## src/rtl/hrp_params.svh

```systemverilog
// Purpose: Offsets, bit positions, codes and reset values of the host port
// Assumes: Byte wide I/O port, offsets relative to the card's base
// Notes: Definitions only
`ifndef HRP_PARAMS_SVH
`define HRP_PARAMS_SVH

`define HRP_OFF_STATUS 4'h1
`define HRP_OFF_TXDATA 4'h2
`define HRP_OFF_RXDATA 4'h3
`define HRP_OFF_ISR 4'h5
`define HRP_OFF_IER 4'h8

`define HRP_BIT_TX_EMPTY_N 4
`define HRP_BIT_RX_PEND_N 3
`define HRP_BIT_RX_FULL 2
`define HRP_BIT_STAT_PEND_N 1
`define HRP_BIT_STAT_FULL 0
`define HRP_RSVD_VAL 3'h0

`define HRP_CODE_OFF 3'h0
`define HRP_CODE_STAT_FULL 3'h1
`define HRP_CODE_STAT_PEND 3'h2
`define HRP_CODE_RX_FULL 3'h3
`define HRP_CODE_RX_PEND 3'h4
`define HRP_CODE_TX_EMPTY 3'h5
`define HRP_CODE_TDMA 3'h6
`define HRP_CODE_RDMA 3'h7

`define HRP_BYTE_RST 8'h00
`define HRP_CNT_RST 16'h0000
`define HRP_FIFO_DEPTH 32

`endif

```

## src/rtl/hrp_pkg.sv

```systemverilog
// Purpose: Types shared by the host port files
// Assumes: Nothing beyond the params header
// Notes: Count width is fixed at 16 bits
package hrp_pkg;

   typedef enum logic {hrp_dma_idle, hrp_dma_run} hrp_dma_t;

   typedef struct packed {
      logic [7:0] data;
      logic last;
   } hrp_byte_t;

   typedef struct packed {
      logic rx_full;
      hrp_byte_t rx_byte;
      logic stat_full;
      logic [7:0] stat_data;
      logic tx_full;
      logic [7:0] tx_data;
      logic [2:0] ier_code;
      logic irq;
      hrp_dma_t dma;
      logic [15:0] dma_cnt;
      logic dma_valid;
      hrp_byte_t dma_out;
      logic dma_done;
      logic tx_dma_start;
      logic [7:0] rdata;
   } hrp_state_t;

endpackage

```

## src/rtl/hrp_fifo.sv

```systemverilog
// Purpose: Receive byte FIFO between the network side and the data register
// Assumes: DEPTH is a power of two
// Notes: Ready and valid come from flops so both sides see clean levels
`timescale 1ns/100ps
module hrp_fifo #(
   parameter int WIDTH = 9,
   parameter int DEPTH = 32
) (
   // Clock and reset
   input wire logic clock,
   input wire logic arst_n,
   // Fill side
   input wire logic in_valid,
   input wire logic [WIDTH-1:0] in_data,
   output logic in_ready,
   // Drain side
   output logic out_valid,
   output logic [WIDTH-1:0] out_data,
   input wire logic out_ready
);
   localparam int AW = $clog2(DEPTH);

   typedef struct packed {
      logic [DEPTH-1:0][WIDTH-1:0] mem;
      logic [AW-1:0] wp;
      logic [AW-1:0] rp;
      logic [AW:0] cnt;
      logic full;
      logic empty;
   } hrp_fifo_st_t;

   hrp_fifo_st_t st_ff;
   hrp_fifo_st_t nxt_st;
   logic push;
   logic pop;

   always_comb begin
      nxt_st = st_ff;
      push = in_valid & ~st_ff.full;
      pop = out_ready & ~st_ff.empty;
      if (push) begin
         nxt_st.mem[st_ff.wp] = in_data;
         nxt_st.wp = st_ff.wp + 1'b1;
      end
      if (pop) begin
         nxt_st.rp = st_ff.rp + 1'b1;
      end
      if (push && !pop) begin
         nxt_st.cnt = st_ff.cnt + 1'b1;
      end else if (pop && !push) begin
         nxt_st.cnt = st_ff.cnt - 1'b1;
      end
      nxt_st.full = (nxt_st.cnt == DEPTH[AW:0]);
      nxt_st.empty = (nxt_st.cnt == '0);
   end

   always_ff @(posedge clock or negedge arst_n) begin
      if (!arst_n) begin
         st_ff <= '{mem: '0, wp: '0, rp: '0, cnt: '0, full: 1'b0, empty: 1'b1};
      end else begin
         st_ff <= nxt_st;
      end
   end

   assign in_ready = ~st_ff.full;
   assign out_valid = ~st_ff.empty;
   assign out_data = st_ff.mem[st_ff.rp];
endmodule

```

## src/rtl/hrp_port.sv

```systemverilog
// Purpose: Host receive data port and interrupt status register of the card
// Assumes: Host strobes last one cycle; read data is valid the cycle after
// Notes: Status source waits while status_busy is high
`timescale 1ns/100ps
`include "hrp_params.svh"
module hrp_port #(
   parameter int FIFO_DEPTH = `HRP_FIFO_DEPTH
) (
   // Clock and reset
   input wire logic clock,
   input wire logic arst_n,
   // Host I/O port
   input wire logic io_cs,
   input wire logic io_rd,
   input wire logic io_wr,
   input wire logic [3:0] io_addr,
   input wire logic [7:0] io_wdata,
   output logic [7:0] io_rdata,
   output logic irq,
   // Received bytes from the network side
   input wire logic net_valid,
   input wire hrp_pkg::hrp_byte_t net_byte,
   output logic net_ready,
   // Status bytes from the command engine
   input wire logic stat_valid,
   input wire logic [7:0] stat_data,
   output logic status_busy,
   // Transmit byte to the transmit engine
   output logic tx_valid,
   output logic [7:0] tx_data,
   input wire logic tx_ready,
   output logic tx_dma_start,
   input wire logic tx_dma_done,
   // Receive DMA toward host memory
   input wire logic [15:0] rx_dma_count,
   output logic dma_valid,
   output hrp_pkg::hrp_byte_t dma_byte,
   input wire logic dma_ready
);
   hrp_pkg::hrp_state_t st_ff;
   hrp_pkg::hrp_state_t nxt_st;
   hrp_pkg::hrp_byte_t fifo_byte;
   logic fifo_valid;
   logic fifo_pop;
   logic rd;
   logic wr;
   logic rx_pend_n;
   logic stat_pend_n;
   logic irq_set;
   logic dma_end;
   logic [7:0] isr;

   // Buffer absorbs a frame burst while the host is slow to drain
   hrp_fifo #(
      .WIDTH($bits(hrp_pkg::hrp_byte_t)),
      .DEPTH(FIFO_DEPTH)
   ) u_fifo (
      .clock(clock),
      .arst_n(arst_n),
      .in_valid(net_valid),
      .in_data(net_byte),
      .in_ready(net_ready),
      .out_valid(fifo_valid),
      .out_data(fifo_byte),
      .out_ready(fifo_pop)
   );

   assign rd = io_cs & io_rd;
   assign wr = io_cs & io_wr;
   assign rx_pend_n = ~(st_ff.rx_full | fifo_valid);
   assign stat_pend_n = ~(st_ff.stat_full | stat_valid);
   assign dma_end = st_ff.dma_valid & dma_ready &
                    (st_ff.dma_out.last | (st_ff.dma_cnt == 16'h0001));
   // Reserved bits held at zero so later use stays compatible
   assign isr = {`HRP_RSVD_VAL, st_ff.tx_full, rx_pend_n, st_ff.rx_full,
                 stat_pend_n, st_ff.stat_full};

   always_comb begin
      nxt_st = st_ff;
      nxt_st.tx_dma_start = 1'b0;
      nxt_st.dma_done = 1'b0;
      fifo_pop = 1'b0;
      irq_set = 1'b0;
      // Transmit holding byte
      if (st_ff.tx_full && tx_ready) begin
         nxt_st.tx_full = 1'b0;
      end
      if (wr && io_addr == `HRP_OFF_TXDATA && !st_ff.tx_full) begin
         nxt_st.tx_full = 1'b1;
         nxt_st.tx_data = io_wdata;
      end
      // Status register, refilled only once empty
      if (rd && io_addr == `HRP_OFF_STATUS) begin
         nxt_st.stat_full = 1'b0;
      end
      if (!st_ff.stat_full && stat_valid) begin
         nxt_st.stat_full = 1'b1;
         nxt_st.stat_data = stat_data;
      end
      // Programmed receive read only while DMA is idle
      if (rd && io_addr == `HRP_OFF_RXDATA && st_ff.dma == hrp_pkg::hrp_dma_idle) begin
         nxt_st.rx_full = 1'b0;
      end
      // Receive DMA
      if (st_ff.dma == hrp_pkg::hrp_dma_run) begin
         if (st_ff.dma_valid && dma_ready) begin
            nxt_st.dma_valid = 1'b0;
            nxt_st.dma_cnt = st_ff.dma_cnt - 16'h0001;
            if (dma_end) begin
               nxt_st.dma = hrp_pkg::hrp_dma_idle;
               nxt_st.dma_done = 1'b1;
            end
         end else if (!st_ff.dma_valid && st_ff.dma_cnt == `HRP_CNT_RST) begin
            nxt_st.dma = hrp_pkg::hrp_dma_idle;
            nxt_st.dma_done = 1'b1;
         end else if (!st_ff.dma_valid && st_ff.rx_full) begin
            nxt_st.dma_valid = 1'b1;
            nxt_st.dma_out = st_ff.rx_byte;
            nxt_st.rx_full = 1'b0;
         end
      end
      // Refill from the FIFO when the register sits empty
      if (!st_ff.rx_full && fifo_valid) begin
         nxt_st.rx_full = 1'b1;
         nxt_st.rx_byte = fifo_byte;
         fifo_pop = 1'b1;
      end
      // Host reads
      if (rd) begin
         case (io_addr)
            `HRP_OFF_RXDATA: nxt_st.rdata = st_ff.rx_byte.data;
            `HRP_OFF_ISR: nxt_st.rdata = isr;
            `HRP_OFF_STATUS: nxt_st.rdata = st_ff.stat_data;
            default: nxt_st.rdata = `HRP_BYTE_RST;
         endcase
      end
      // Interrupt sources by enabled code
      case (st_ff.ier_code)
         `HRP_CODE_STAT_FULL: irq_set = st_ff.stat_full;
         `HRP_CODE_STAT_PEND: irq_set = ~stat_pend_n;
         `HRP_CODE_RX_FULL: irq_set = st_ff.rx_full;
         `HRP_CODE_RX_PEND: irq_set = ~rx_pend_n;
         `HRP_CODE_TX_EMPTY: irq_set = ~st_ff.tx_full;
         `HRP_CODE_TDMA: irq_set = tx_dma_done;
         `HRP_CODE_RDMA: irq_set = st_ff.dma_done;
         default: irq_set = 1'b0;
      endcase
      nxt_st.irq = st_ff.irq | irq_set;
      // A new code replaces the old enable; only code zero drops the latch
      if (wr && io_addr == `HRP_OFF_IER) begin
         nxt_st.ier_code = io_wdata[2:0];
         if (io_wdata[2:0] == `HRP_CODE_OFF) begin
            nxt_st.irq = 1'b0;
         end
         if (io_wdata[2:0] == `HRP_CODE_TDMA) begin
            nxt_st.tx_dma_start = 1'b1;
         end
         if (io_wdata[2:0] == `HRP_CODE_RDMA) begin
            nxt_st.dma = hrp_pkg::hrp_dma_run;
            nxt_st.dma_cnt = rx_dma_count;
         end
      end
   end

   always_ff @(posedge clock or negedge arst_n) begin
      if (!arst_n) begin
         st_ff <= '0;
      end else begin
         st_ff <= nxt_st;
      end
   end

   assign io_rdata = st_ff.rdata;
   assign irq = st_ff.irq;
   assign status_busy = st_ff.stat_full;
   assign tx_valid = st_ff.tx_full;
   assign tx_data = st_ff.tx_data;
   assign tx_dma_start = st_ff.tx_dma_start;
   assign dma_valid = st_ff.dma_valid;
   assign dma_byte = st_ff.dma_out;

   logic rd_isr;
   assign rd_isr = rd && io_addr == `HRP_OFF_ISR;

   property p_isr_value;
      @(posedge clock) disable iff (!arst_n)
      rd_isr |=> io_rdata == {3'h0, $past(st_ff.tx_full), $past(rx_pend_n),
                              $past(st_ff.rx_full), $past(stat_pend_n), $past(st_ff.stat_full)};
   endproperty
   a_isr_value: assert property (p_isr_value) else $error("isr read value wrong");

   property p_rsvd;
      @(posedge clock) disable iff (!arst_n)
      rd_isr |=> io_rdata[7:5] == 3'h0;
   endproperty
   a_rsvd: assert property (p_rsvd) else $error("reserved bits not zero");

   property p_tx_slot_flag;
      @(posedge clock) disable iff (!arst_n)
      rd_isr |=> io_rdata[`HRP_BIT_TX_EMPTY_N] == $past(tx_valid);
   endproperty
   a_tx_slot_flag: assert property (p_tx_slot_flag) else $error("transmit flag wrong");

   property p_frame_flag_idle;
      @(posedge clock) disable iff (!arst_n)
      rd_isr && !st_ff.rx_full && !fifo_valid |=> io_rdata[`HRP_BIT_RX_PEND_N];
   endproperty
   a_frame_flag_idle: assert property (p_frame_flag_idle) else $error("frame flag low idle");

   property p_frame_flag_busy;
      @(posedge clock) disable iff (!arst_n)
      rd_isr && st_ff.rx_full |=> !io_rdata[`HRP_BIT_RX_PEND_N] && io_rdata[`HRP_BIT_RX_FULL];
   endproperty
   a_frame_flag_busy: assert property (p_frame_flag_busy) else $error("frame flag high");

   property p_status_flags;
      @(posedge clock) disable iff (!arst_n)
      rd_isr && status_busy
         |=> !io_rdata[`HRP_BIT_STAT_PEND_N] && io_rdata[`HRP_BIT_STAT_FULL];
   endproperty
   a_status_flags: assert property (p_status_flags) else $error("status flags wrong");

   property p_status_clear;
      @(posedge clock) disable iff (!arst_n)
      rd && io_addr == `HRP_OFF_STATUS && status_busy |=> !status_busy;
   endproperty
   a_status_clear: assert property (p_status_clear) else $error("status read kept full");

   property p_rdma_start;
      @(posedge clock) disable iff (!arst_n)
      wr && io_addr == `HRP_OFF_IER && io_wdata[2:0] == 3'h7
         |=> st_ff.dma == hrp_pkg::hrp_dma_run && st_ff.ier_code == 3'h7;
   endproperty
   a_rdma_start: assert property (p_rdma_start) else $error("receive dma not started");

   property p_irq_hold;
      @(posedge clock) disable iff (!arst_n)
      irq && !(wr && io_addr == `HRP_OFF_IER && io_wdata[2:0] == 3'h0) |=> irq;
   endproperty
   a_irq_hold: assert property (p_irq_hold) else $error("interrupt dropped");

   property p_irq_clear;
      @(posedge clock) disable iff (!arst_n)
      wr && io_addr == `HRP_OFF_IER && io_wdata[2:0] == 3'h0 |=> !irq;
   endproperty
   a_irq_clear: assert property (p_irq_clear) else $error("interrupt not cleared");

   property p_dma_move;
      @(posedge clock) disable iff (!arst_n)
      st_ff.dma == hrp_pkg::hrp_dma_run && !dma_valid && st_ff.rx_full && st_ff.dma_cnt != 16'h0
         |=> dma_valid && dma_byte == $past(st_ff.rx_byte);
   endproperty
   a_dma_move: assert property (p_dma_move) else $error("dma byte not presented");

   property p_dma_done;
      @(posedge clock) disable iff (!arst_n)
      dma_end && st_ff.ier_code == 3'h7 && !wr
         |=> st_ff.dma == hrp_pkg::hrp_dma_idle ##1 irq;
   endproperty
   a_dma_done: assert property (p_dma_done) else $error("dma end not signalled");
endmodule

```

## config.mk

```make
export PLATFORM = sky130hd
export DESIGN_NAME = hrp_port
export DESIGN_NICKNAME = d
export VERILOG_FILES = /design/src/rtl/hrp_pkg.sv /design/src/rtl/hrp_fifo.sv /design/src/rtl/hrp_port.sv
export VERILOG_INCLUDE_DIRS = /design/src /design/src/rtl
export SDC_FILE = /design/constraint.sdc
export NUM_CORES = 1
export LEC_CHECK = 0
export ABC_AREA = 0
export CELL_PAD_IN_SITES_DETAIL_PLACEMENT = 1
export CELL_PAD_IN_SITES_GLOBAL_PLACEMENT = 1
export CORE_UTILIZATION = 45
export DETAILED_ROUTE_END_ITERATION = 10
export DONT_BUFFER_PORTS = 1
export PLACE_DENSITY = 0.77
export SYNTH_ARGS = -nofsm -noshare
export SYNTH_HDL_FRONTEND = slang
export SYNTH_HIERARCHICAL = 1
export SYNTH_SLANG_ARGS = --single-unit
export TNS_END_PERCENT = 50
```

## constraint.sdc

```tcl
create_clock -name clock -period 4.7 [get_ports clock]
set_input_delay 0.235 -clock clock [delete_from_list [all_inputs] [get_ports clock]]
set_output_delay 0.235 -clock clock [all_outputs]
set_load 0.005 [all_outputs]
```

==> impl_metrics.toml, run 1 <==
[worst_setup_path]
crit_type = "reg2reg"
cp_slowest_stage_delay_ns = 0.85
crit_chain = "and2_1 > a22o_1 > a221oi_1 > a22oi_1 > o21ai_1 > mux2_2"
start_kind = "register"
end_kind = "register"
worst-path-max-fanout = 19
worst_path_max_delay_cell = "and2_1"
worstPathRequired_ns = 5.11
cp.arrival_ns = 3.36

[placed_design]
hpwl_um = 26500
placedCellCount = 1707
globalplace.congestion = 0.803
port_buffers = 0

[floorplan]
die_y_um = 200
die_w_um = 200
io_pins = 86
rows = 72
dieArea_um2 = 40100
design.core.area_um2 = 38600
start_util_pct = 45.7

[clock_tree]
tritoncts = "yes"
clkSlewWorstSetupHoldPaths_ns = 0.06
root_buffer = "clkbuf_16"
cts.sinks = 375
numCtsBuffers = 40
postCtsSetupRepairBufs = 0
ctsHoldBuffers = 45
clockBufferDepth = 3
cts-resized-gates = 0
insertion_delay_ns = 0.53
h-tree-depth = 2

[routing]
first_iter_violations = 693
drt-pass1-iter-count = 4
antenna_left = 0
viasPerCell = 5.88
remaining_drc_errors = 0
wl_per_cell_um = 24.5
num_vias = 10724
drt_wl_total_um = 44700

[synth]
ys_warn_count = 6
syn_area_per_cell_um2 = 13.8
synth_area_um2 = 17700
async_flop_share_pct = 100
synth-seq-cells = 375
yosys.area.top_type = "dfrtp_1"
syn_nets = 1349
synth-seq-area-share_pct = 53.1
synth_top_area_share_pct = 53.0
syn-instance-count = 1284
synth_ff_type = "dfrtp_1"
synth_edf_count = 0
ys_top_cells_by_area = "dfrtp_1, mux2_2, mux2i_1"
yosysUniqueCellTypes = 61

[layout]
final_cells = 1824
fill_cells = 3714
drive_gt1_share_pct = 32.3
regArea_um2 = 9390
nets = 1341
layout_commonest_cell = "dfrtp_1"
multi_input_area_um2 = 7660
area.growth.synth_to_final_pct = 11.7
mostFrequentLayoutCells = "dfrtp_1, mux2_2, mux2i_1"

[sta]
drv_slew = 0
grt_setup_unrepaired = "no"
worst_hold_slack_ns = -0.592
hold_viol = 374
fmax_ghz = 0.339
slew_headroom_pct = 22.5
fin_crit_ns = 2.95
setup_tns_ns = 0
skew_ns = 0.0212
fin_crit_sh_pct = 62.8
tightestPinTransition_ns = 1.16
setup_viol_count_final = 0

[status]
failed_checks = "negative hold slack"
status = "finished, violations left"

[grt]
grt_pass1_wl_um = 71500
grt.total_usage_pct = 22.8
grt_remaining_overflow = 0
grt_max_degree = 376
antenna_found_initial = 0
grt_pass1_vias = 11992

[pwr]
p_leak_uw = 0.00878
ir_drop_v = 0.000296
power_density_nw_per_um2 = 638

[worst_hold_path]
hp-class = "in2async"

[flow_run]
maxCapViolations = 0
[power breakdown]
part | internal, uW | leakage (uW) | switching [uW] | total (uW)
registers | 4420 | 0.00482 | 997 | 5420
clock network | 1950 | 0.000666 | 1270 | 3230
logic | 2150 | 0.00329 | 1800 | 3950
total | 8520 | 0.00878 | 4070 | 12600
[worst paths after layout]
check / startpoint / endpoint / slack, ns / cells past startpoint
max: u_fifo/st_ff[12] / st_ff[59] / 1.75 / 6
min: arst_n / tx_data[5] / -0.59 / 0
max reg2reg: u_fifo/st_ff[12] / st_ff[59] / 1.75 / 6
min reg2reg: u_fifo/st_ff[281] / u_fifo/st_ff[281] / 0.48 / 1
max in group asynchronous: arst_n / u_fifo/st_ff[278] / 4.34 / 0
min in group clock: io_addr[1] / io_rdata[7] / 0.06 / 2
[cell usage after synthesis (8+ instances only)]
library cell	n
inv_1	16
clkbuf_1	45
nor2_4	14
nand3_1	12
ha_1	10
mux4_2	37
mux2_1	61
mux2_2	274
a221oi_1	18
a21oi_1	15
buf_2	12
o21ai_0	15
dfrtp_1	374
mux2i_1	89
and2_1	8
a22o_1	18
a22oi_1	9
a31oi_1	8
nor2_1	35
buf_4	33
o21ai_1	18
nand2_1	45
xnor2_1	16
[state kept, by name, summed over array words and instances (netlist names)]
signal / cells
tx_valid: 1
tx_data: 8
tx_dma_start: 1
st_ff: 38
irq: 1
status_busy: 1
dma_byte: 9
u_fifo/st_ff: 306
isr: 1
io_rdata: 8
dma_valid: 1
[metal layers]
metal / track usage (%) / part of all wire, %
met1: 30.0 / 43
met2: 37.9 / 49
met3: 4.46 / 5.1
met4: 7.42 / 3.0
met5: 0 / 0
[metrics by stage]
| stage | area, um^2 | utilization, % | power, uW | setup WS, ns |
|---|---|---|---|---|
| final | 19700 | 51.1 | 12600 | 1.75 |
| after global routing | 19700 | 51.1 | 13200 | 1.72 |
| after CTS | 19700 | 51.1 | 12600 | 1.81 |
| after global placement | 17800 | 46.2 | 9020 | 1.86 |
| after detailed placement | 17800 | 46.2 | 9250 | 1.84 |
| after floorplan | 17700 | - | 8270 | 2.60 |
[worst max-delay path, delay by kind of cell (launching register included)]
family | cells | cell delay, ns
AO/OA/AOI/OAI | 4 | 0.94
flip-flops | 1 | 0.74
multiplexers | 1 | 0.29
AND/OR/NAND/NOR | 1 | 0.85
[logic make-up after synthesis]
family                   count (synthesis)  share of synthesized area [%]
multiplexers                           461                           31.1
flip-flops                             375                           53.1
AND/OR/NAND/NOR                        179                           5.80
AO/OA/AOI/OAI                          121                           4.80
buffers and inverters                  119                           3.54
XOR/XNOR                                19                          0.942
adder cells (fa/ha/maj)                 10                          0.708
[area by class of cell]
| type | instances | area share [%] |
|---|---|---|
| timing repair buffer | 53 | 3.17 |
| clock inverter | 8 | 0.602 |
| antenna | 1 | 0.0127 |
| tap | 518 | 3.28 |
| clock buffer | 63 | 6.23 |
| sequential | 375 | 47.6 |
| multi-input combinational | 790 | 38.8 |
| inverter | 16 | 0.304 |
No activity file was read; power rests on OpenSTA's default activity.
==> run 2: changes to the inputs <==
==> constraint.sdc (replaced) <==
create_clock -name clock -period 2.8 [get_ports clock]
set_input_delay 0.14 -clock clock [delete_from_list [all_inputs] [get_ports clock]]
set_output_delay 0.14 -clock clock [all_outputs]
set_load 0.005 [all_outputs]
==> run 2 against run 1 <==
  * The flow still finishes with violations (negative hold slack)
  * Critical path type unchanged
  * Worst hold slack got worse by 0.091 ns
  * Cell count rose by 1.9%
  * Count of clock-buffer cells in the layout is 7 lower
  * Register-to-register slack got worse by 1.6 ns
  * Routed wire length grew 1.9%
  * Global-route usage increased by 0.44 points
  * Clock power up 52%
  * Setup slack got worse by 1.6 ns
  * Non-clock buffer count up 37
  * Critical path depth increased by 1
  * Combinational power up 85%
  * Utilization grew 0.58 points
==> impl_metrics.toml, run 2 (synthesized netlist as in run 1, its figures left out) <==
[clock_tree]
postCtsSetupRepairBufs = 0
numCtsBuffers = 40
tritoncts = "yes"
insertion_delay_ns = 0.52
ctsHoldBuffers = 64
root_buffer = "clkbuf_16"
clkSlewWorstSetupHoldPaths_ns = 0.06
h-tree-depth = 2
cts.sinks = 375
clockBufferDepth = 3

[worst_setup_path]
worst-path-max-fanout = 26
critical_path.top_delay_family = "multiplexers"
start_kind = "register"
crit_type = "reg2reg"
crit_chain = "buf_4 > mux4_2 > mux2i_1 > nand2_1 > o21ai_1 > o21ai_1 > mux2_2"
critPathBufInv = 1
cp.arrival_ns = 3.06
end_kind = "register"
cpMostUsedCell = "o21ai_1"
cp_slowest_stage_delay_ns = 0.63
worst_path_max_delay_cell = "dfrtp_2"
worstPathRequired_ns = 3.21

[sta]
drv_slew = 0
skew_ns = 0.0127
slew_headroom_pct = 13.1
setup_tns_ns = 0
fin_crit_ns = 2.65
setup_viol_count_final = 0
tightestPinTransition_ns = 1.30
fmax_ghz = 0.377
hold_viol = 375
worst_hold_slack_ns = -0.683
fin_crit_sh_pct = 94.7
grt_setup_unrepaired = "no"

[layout]
regArea_um2 = 9390
final_cells = 1859
mostFrequentLayoutCells = "dfrtp_1, mux2_2, mux2i_1"
nets = 1378
multi_input_area_um2 = 7660
regMostFlops = "u_fifo/st_ff"
drive_gt1_share_pct = 32.6
area.growth.synth_to_final_pct = 12.9
layout_commonest_cell = "dfrtp_1"
largest_register_ffs = 306
fill_cells = 3724

[status]
status = "finished, violations left"
failed_checks = "negative hold slack"

[routing]
remaining_drc_errors = 0
drt-pass1-iter-count = 4
num_vias = 10847
first_iter_violations = 729
wl_per_cell_um = 24.5
antenna_left = 0
viasPerCell = 5.83
drt_wl_total_um = 45500

[floorplan]
rows = 72
dieArea_um2 = 40100
die_w_um = 200
design.core.area_um2 = 38600
die_y_um = 200
io_pins = 86
start_util_pct = 45.7

[grt]
antenna_found_initial = 1
grt_remaining_overflow = 0
grt_pass1_wl_um = 72800
grt_pass1_vias = 12183
grt_max_degree = 376
grt.total_usage_pct = 23.2

[placed_design]
hpwl_um = 26900
port_buffers = 0
placedCellCount = 1725
globalplace.congestion = 0.783

[worst_hold_path]
hp-class = "in2async"

[pwr]
power_density_nw_per_um2 = 1060
ir_drop_v = 0.000531
p_leak_uw = 0.00890

[flow_run]
maxCapViolations = 0
[run 2: cell count changes in the layout (fill, tap and decap cells not counted), moves of 3 or more]
cell           before  now
dlygate4sd3_1      36   55
clkinv_2            4   11
buf_4               6   20
clkbuf_8           12    4
bufinv_16           3    0
buf_12             11   15
[run 2: layout make-up]
| type | count | share of cell area [%] |
|---|---|---|
| Clock buffer | 56 | 5.62 |
| Sequential cell | 375 | 47.1 |
| Clock inverter | 13 | 0.357 |
| Inverter | 16 | 0.301 |
| Timing Repair Buffer | 90 | 5.02 |
| Tap cell | 518 | 3.25 |
| Multi-Input combinational cell | 790 | 38.4 |
| Antenna cell | 1 | 0.0125 |
[run 2: layer usage]
layer / wire length (um) / global-route usage (%) / vias up / part of all wire (%)
met5: 0 / 0 / - / 0
met4: 1190 / 6.92 / 0 / 2.6
met3: 1830 / 3.56 / 78 / 4.0
met2: 22900 / 39.5 / 230 / 50
met1: 19600 / 30.7 / 5812 / 43
li1: - / - / 4727 / -
[run 2: final timing paths]
| kind | depth (start not counted) | from | slack (ns) | end |
|---|---|---|---|---|
| min | 0 | arst_n | -0.68 | tx_data[3] |
| max | 7 | u_fifo/st_ff[12] | 0.15 | st_ff[60] |
| max in group asynchronous | 0 | arst_n | 2.43 | u_fifo/st_ff[113] |
| max reg2reg | 7 | u_fifo/st_ff[12] | 0.15 | st_ff[60] |
| min reg2reg | 1 | u_fifo/st_ff[244] | 0.48 | u_fifo/st_ff[244] |
| min in group clock | 3 | dma_ready | 0.06 | st_ff[22] |
[run 2: what timing repair did]
action                                 4_1_cts  5_1_grt
endpoints found under the hold margin      712      375
resized for setup                            0        1
setup endpoints to repair                    0        5
[run 2: metrics by stage]
step           hold slack, ns  util [%]  setup WS (ns)  total power, uW  cell area, um^2
6_report               -0.683      51.6          0.147            21100            20000
5_1_grt                -0.707      51.6         0.0377            22200            20000
4_1_cts                -0.699      51.6         0.0324            21100            20000
3_5_place_dp           -0.148      46.7          0.143            15900            18000
3_3_place_gp           -0.148      46.7          0.177            15400            18000
2_1_floorplan          -0.156         -          0.700            13900            17700
[run 2: report_power, final]
group	total, uW	leakage, uW	internal, uW	switching (uW)
sequential	8860	0.00482	7420	1440
combinational	7290	0.00349	3870	3420
clock	4900	0.000594	2790	2110
total	21100	0.00890	14100	6970
==> run 3: changes to the inputs <==
--- a/config.mk
+++ b/config.mk
@@ -6,13 +6,13 @@
 export SDC_FILE = /design/constraint.sdc
 export NUM_CORES = 1
 export LEC_CHECK = 0
-export ABC_AREA = 0
+export ABC_AREA = 1
 export CELL_PAD_IN_SITES_DETAIL_PLACEMENT = 1
 export CELL_PAD_IN_SITES_GLOBAL_PLACEMENT = 1
 export CORE_UTILIZATION = 45
 export DETAILED_ROUTE_END_ITERATION = 10
 export DONT_BUFFER_PORTS = 1
-export PLACE_DENSITY = 0.77
+export PLACE_DENSITY = 0.84
 export SYNTH_ARGS = -nofsm -noshare
 export SYNTH_HDL_FRONTEND = slang
 export SYNTH_HIERARCHICAL = 1
==> run 3 against run 2 <==
  * The flow still finishes with violations (negative hold slack)
  * Clock skew increased by 0.024 ns
  * Fmax increased by 6.5%
  * First-iteration DRC count rose by 58%
  * Sequential share of layout area is 0.72 points lower
  * Global-route usage rose by 6.0 points
  * Non-clock buffer count increased by 4
  * Combinational power is 14% higher
  * Count of clock-buffer cells in the layout grew 7
  * Utilization grew 0.20 points
  * Sequential power is 2% higher
  * Worst hold slack got worse by 0.032 ns
==> impl_metrics.toml, run 3 <==
[status]
status = "finished, violations left"
failed_checks = "negative hold slack"

[layout]
drive_gt1_share_pct = 5.88
post-route-util_pct = 51.8
largest_register_ffs = 306
fill_cells = 4802
layout_commonest_cell = "nand2_1"
nets = 2400
diodes = 0
regMostFlops = "u_fifo/st_ff"
mostFrequentLayoutCells = "nand2_1, o21ai_0, dfrtp_1"
regArea_um2 = 9390
area.growth.synth_to_final_pct = 12.4
multi_input_area_um2 = 7260

[placed_design]
port_buffers = 0
place_ws_ns = 0.448
globalplace.congestion = 0.825
hpwl_um = 35000

[sta]
drv_slew = 0
setup_tns_ns = 0
fin_crit_sh_pct = 88.9
fin_ws_ns = 0.310
fin_crit_ns = 2.49
grt_setup_unrepaired = "no"
setup_viol_count_final = 0
skew_ns = 0.0365
worst_hold_slack_ns = -0.716
hold_viol = 375
tightestPinTransition_ns = 1.08
slew_headroom_pct = 28.2
fmax_ghz = 0.402

[routing]
first_iter_violations = 1151
num_vias = 16177
viasPerCell = 5.62
drt-pass1-iter-count = 5
antenna_left = 0
wl_per_cell_um = 20.4
drt_wl_total_um = 58800
remaining_drc_errors = 0

[worst_setup_path]
cp.arrival_ns = 2.95
end_kind = "register"
worstRegToRegCells = 8
crit_type = "reg2reg"
worstPathRequired_ns = 3.26
worst-path-max-fanout = 5
regToRegStartpoint = "st_ff[20]"
start_kind = "register"
reg2reg_slack_ns = 0.31
reg2reg_to = "st_ff[32]"

[synth]
synth-seq-cells = 375
yosys-top-cells-count = "nand2_1, o21ai_0, dfrtp_1, nor2_1, inv_1"
async_flop_share_pct = 100
synth-seq-area-share_pct = 52.1
synth_ff_type = "dfrtp_1"
syn_nets = 2404
synth_top_area_share_pct = 51.9
syn-instance-count = 2339
yosysUniqueCellTypes = 39
syn_area_per_cell_um2 = 7.71
yosys.area.top_type = "dfrtp_1"
ys_top_cells_by_area = "dfrtp_1, nand2_1, o21ai_0"
synth_edf_count = 0
synth_area_um2 = 18000
synthMostInstantiatedCell = "nand2_1"
ys_warn_count = 6

[grt]
grt_pass1_wl_um = 95000
grt_remaining_overflow = 0
antenna_found_initial = 0
grt_max_degree = 376
grt_pass1_vias = 17396
grt.total_usage_pct = 29.2

[pwr]
p_leak_uw = 0.00988
power_density_nw_per_um2 = 1120
ir_drop_v = 0.000629

[clock_tree]
cts-resized-gates = 0
tritoncts = "yes"
insertion_delay_ns = 0.59
h-tree-depth = 2
numCtsBuffers = 42
ctsHoldBuffers = 68
cts.sinks = 375
clkSlewWorstSetupHoldPaths_ns = 0.06
postCtsSetupRepairBufs = 0
clockBufferDepth = 3
root_buffer = "clkbuf_16"

[worst_hold_path]
hp-class = "in2async"

[floorplan]
design.core.area_um2 = 39100
dieArea_um2 = 40900
io_pins = 86
rows = 72
start_util_pct = 46.1
die_w_um = 202
die_y_um = 202

[flow_run]
maxCapViolations = 0
[run 3: cell count changes after synthesis, sizes merged, moves of 37 or more]
cell	previous run	this run
clkbuf	47	91
inv	16	183
mux2	335	7
mux2i	89	0
mux4	37	0
nand2	49	767
nand3	12	126
nor2	52	244
o21ai	33	424
[run 3: worst max-delay path: stages, from the launching register on]
cell and delay (ns):
dfrtp_1 0.42, inv_1 0.13, ha_1 0.23, nand4_1 0.17, nor2_1 0.43, nand4_1 0.22
nand2_1 0.13, a21oi_1 0.06, dlygate4sd3_1 0.57
[run 3: how the worst max path moves through the flow]
stage,from,end,slack (ns)
after floorplan,u_fifo/st_ff[0],u_fifo/st_ff[0],0.99
final,st_ff[20],st_ff[32],0.31
after global routing,st_ff[20],st_ff[32],0.18
after CTS,u_fifo/st_ff[8],st_ff[67],0.43
after global placement,u_fifo/st_ff[8],st_ff[67],0.50
after detailed placement,u_fifo/st_ff[8],st_ff[67],0.45
[run 3: through the flow]
step	cell area, um^2	total power, uW	hold slack, ns	cells
floorplan	18000	14300	-0.156	2339
CTS	20300	22600	-0.738	2881
finish	20300	22700	-0.716	2881
global route	20300	24300	-0.742	2881
global placement	18300	16300	-0.131	2741
detailed placement	18300	16900	-0.132	2741
[run 3: power breakdown]
part | switching, uW | internal (uW) | total (uW)
logic | 5550 | 2750 | 8300
clock network | 2290 | 3150 | 5440
registers | 1460 | 7550 | 9010
total | 9300 | 13400 | 22700
[run 3: logic make-up (layout without fill, tap and decap cells)]
group / count (synthesis) / in the layout / synth area share, %
buffers and inverters: 330 / 354 / 7.66
AO/OA/AOI/OAI: 445 / 445 / 12.7
XOR/XNOR: 13 / 13 / 0.632
AND/OR/NAND/NOR: 1159 / 1159 / 25.8
multiplexers: 7 / 7 / 0.437
flip-flops: 375 / 375 / 52.1
adder cells (fa/ha/maj): 10 / 10 / 0.694
[run 3: layer usage]
layer | GRT usage (%) | up-vias | routed length [um]
li1 | - | 7381 | -
met1 | 37.2 | 8229 | 25000
met2 | 49.3 | 417 | 28700
met3 | 5.11 | 150 | 2850
met4 | 11.9 | 0 | 2330
met5 | 0 | - | 0
[run 3: cell type report]
type / count / share of cell area [%]
flip-flops and latches: 375 / 46.3
multi-input cells: 1634 / 35.8
clock buffers: 63 / 6.12
repair buffers: 94 / 4.57
inverters: 188 / 3.49
well taps: 518 / 3.20
clock inverters: 9 / 0.457
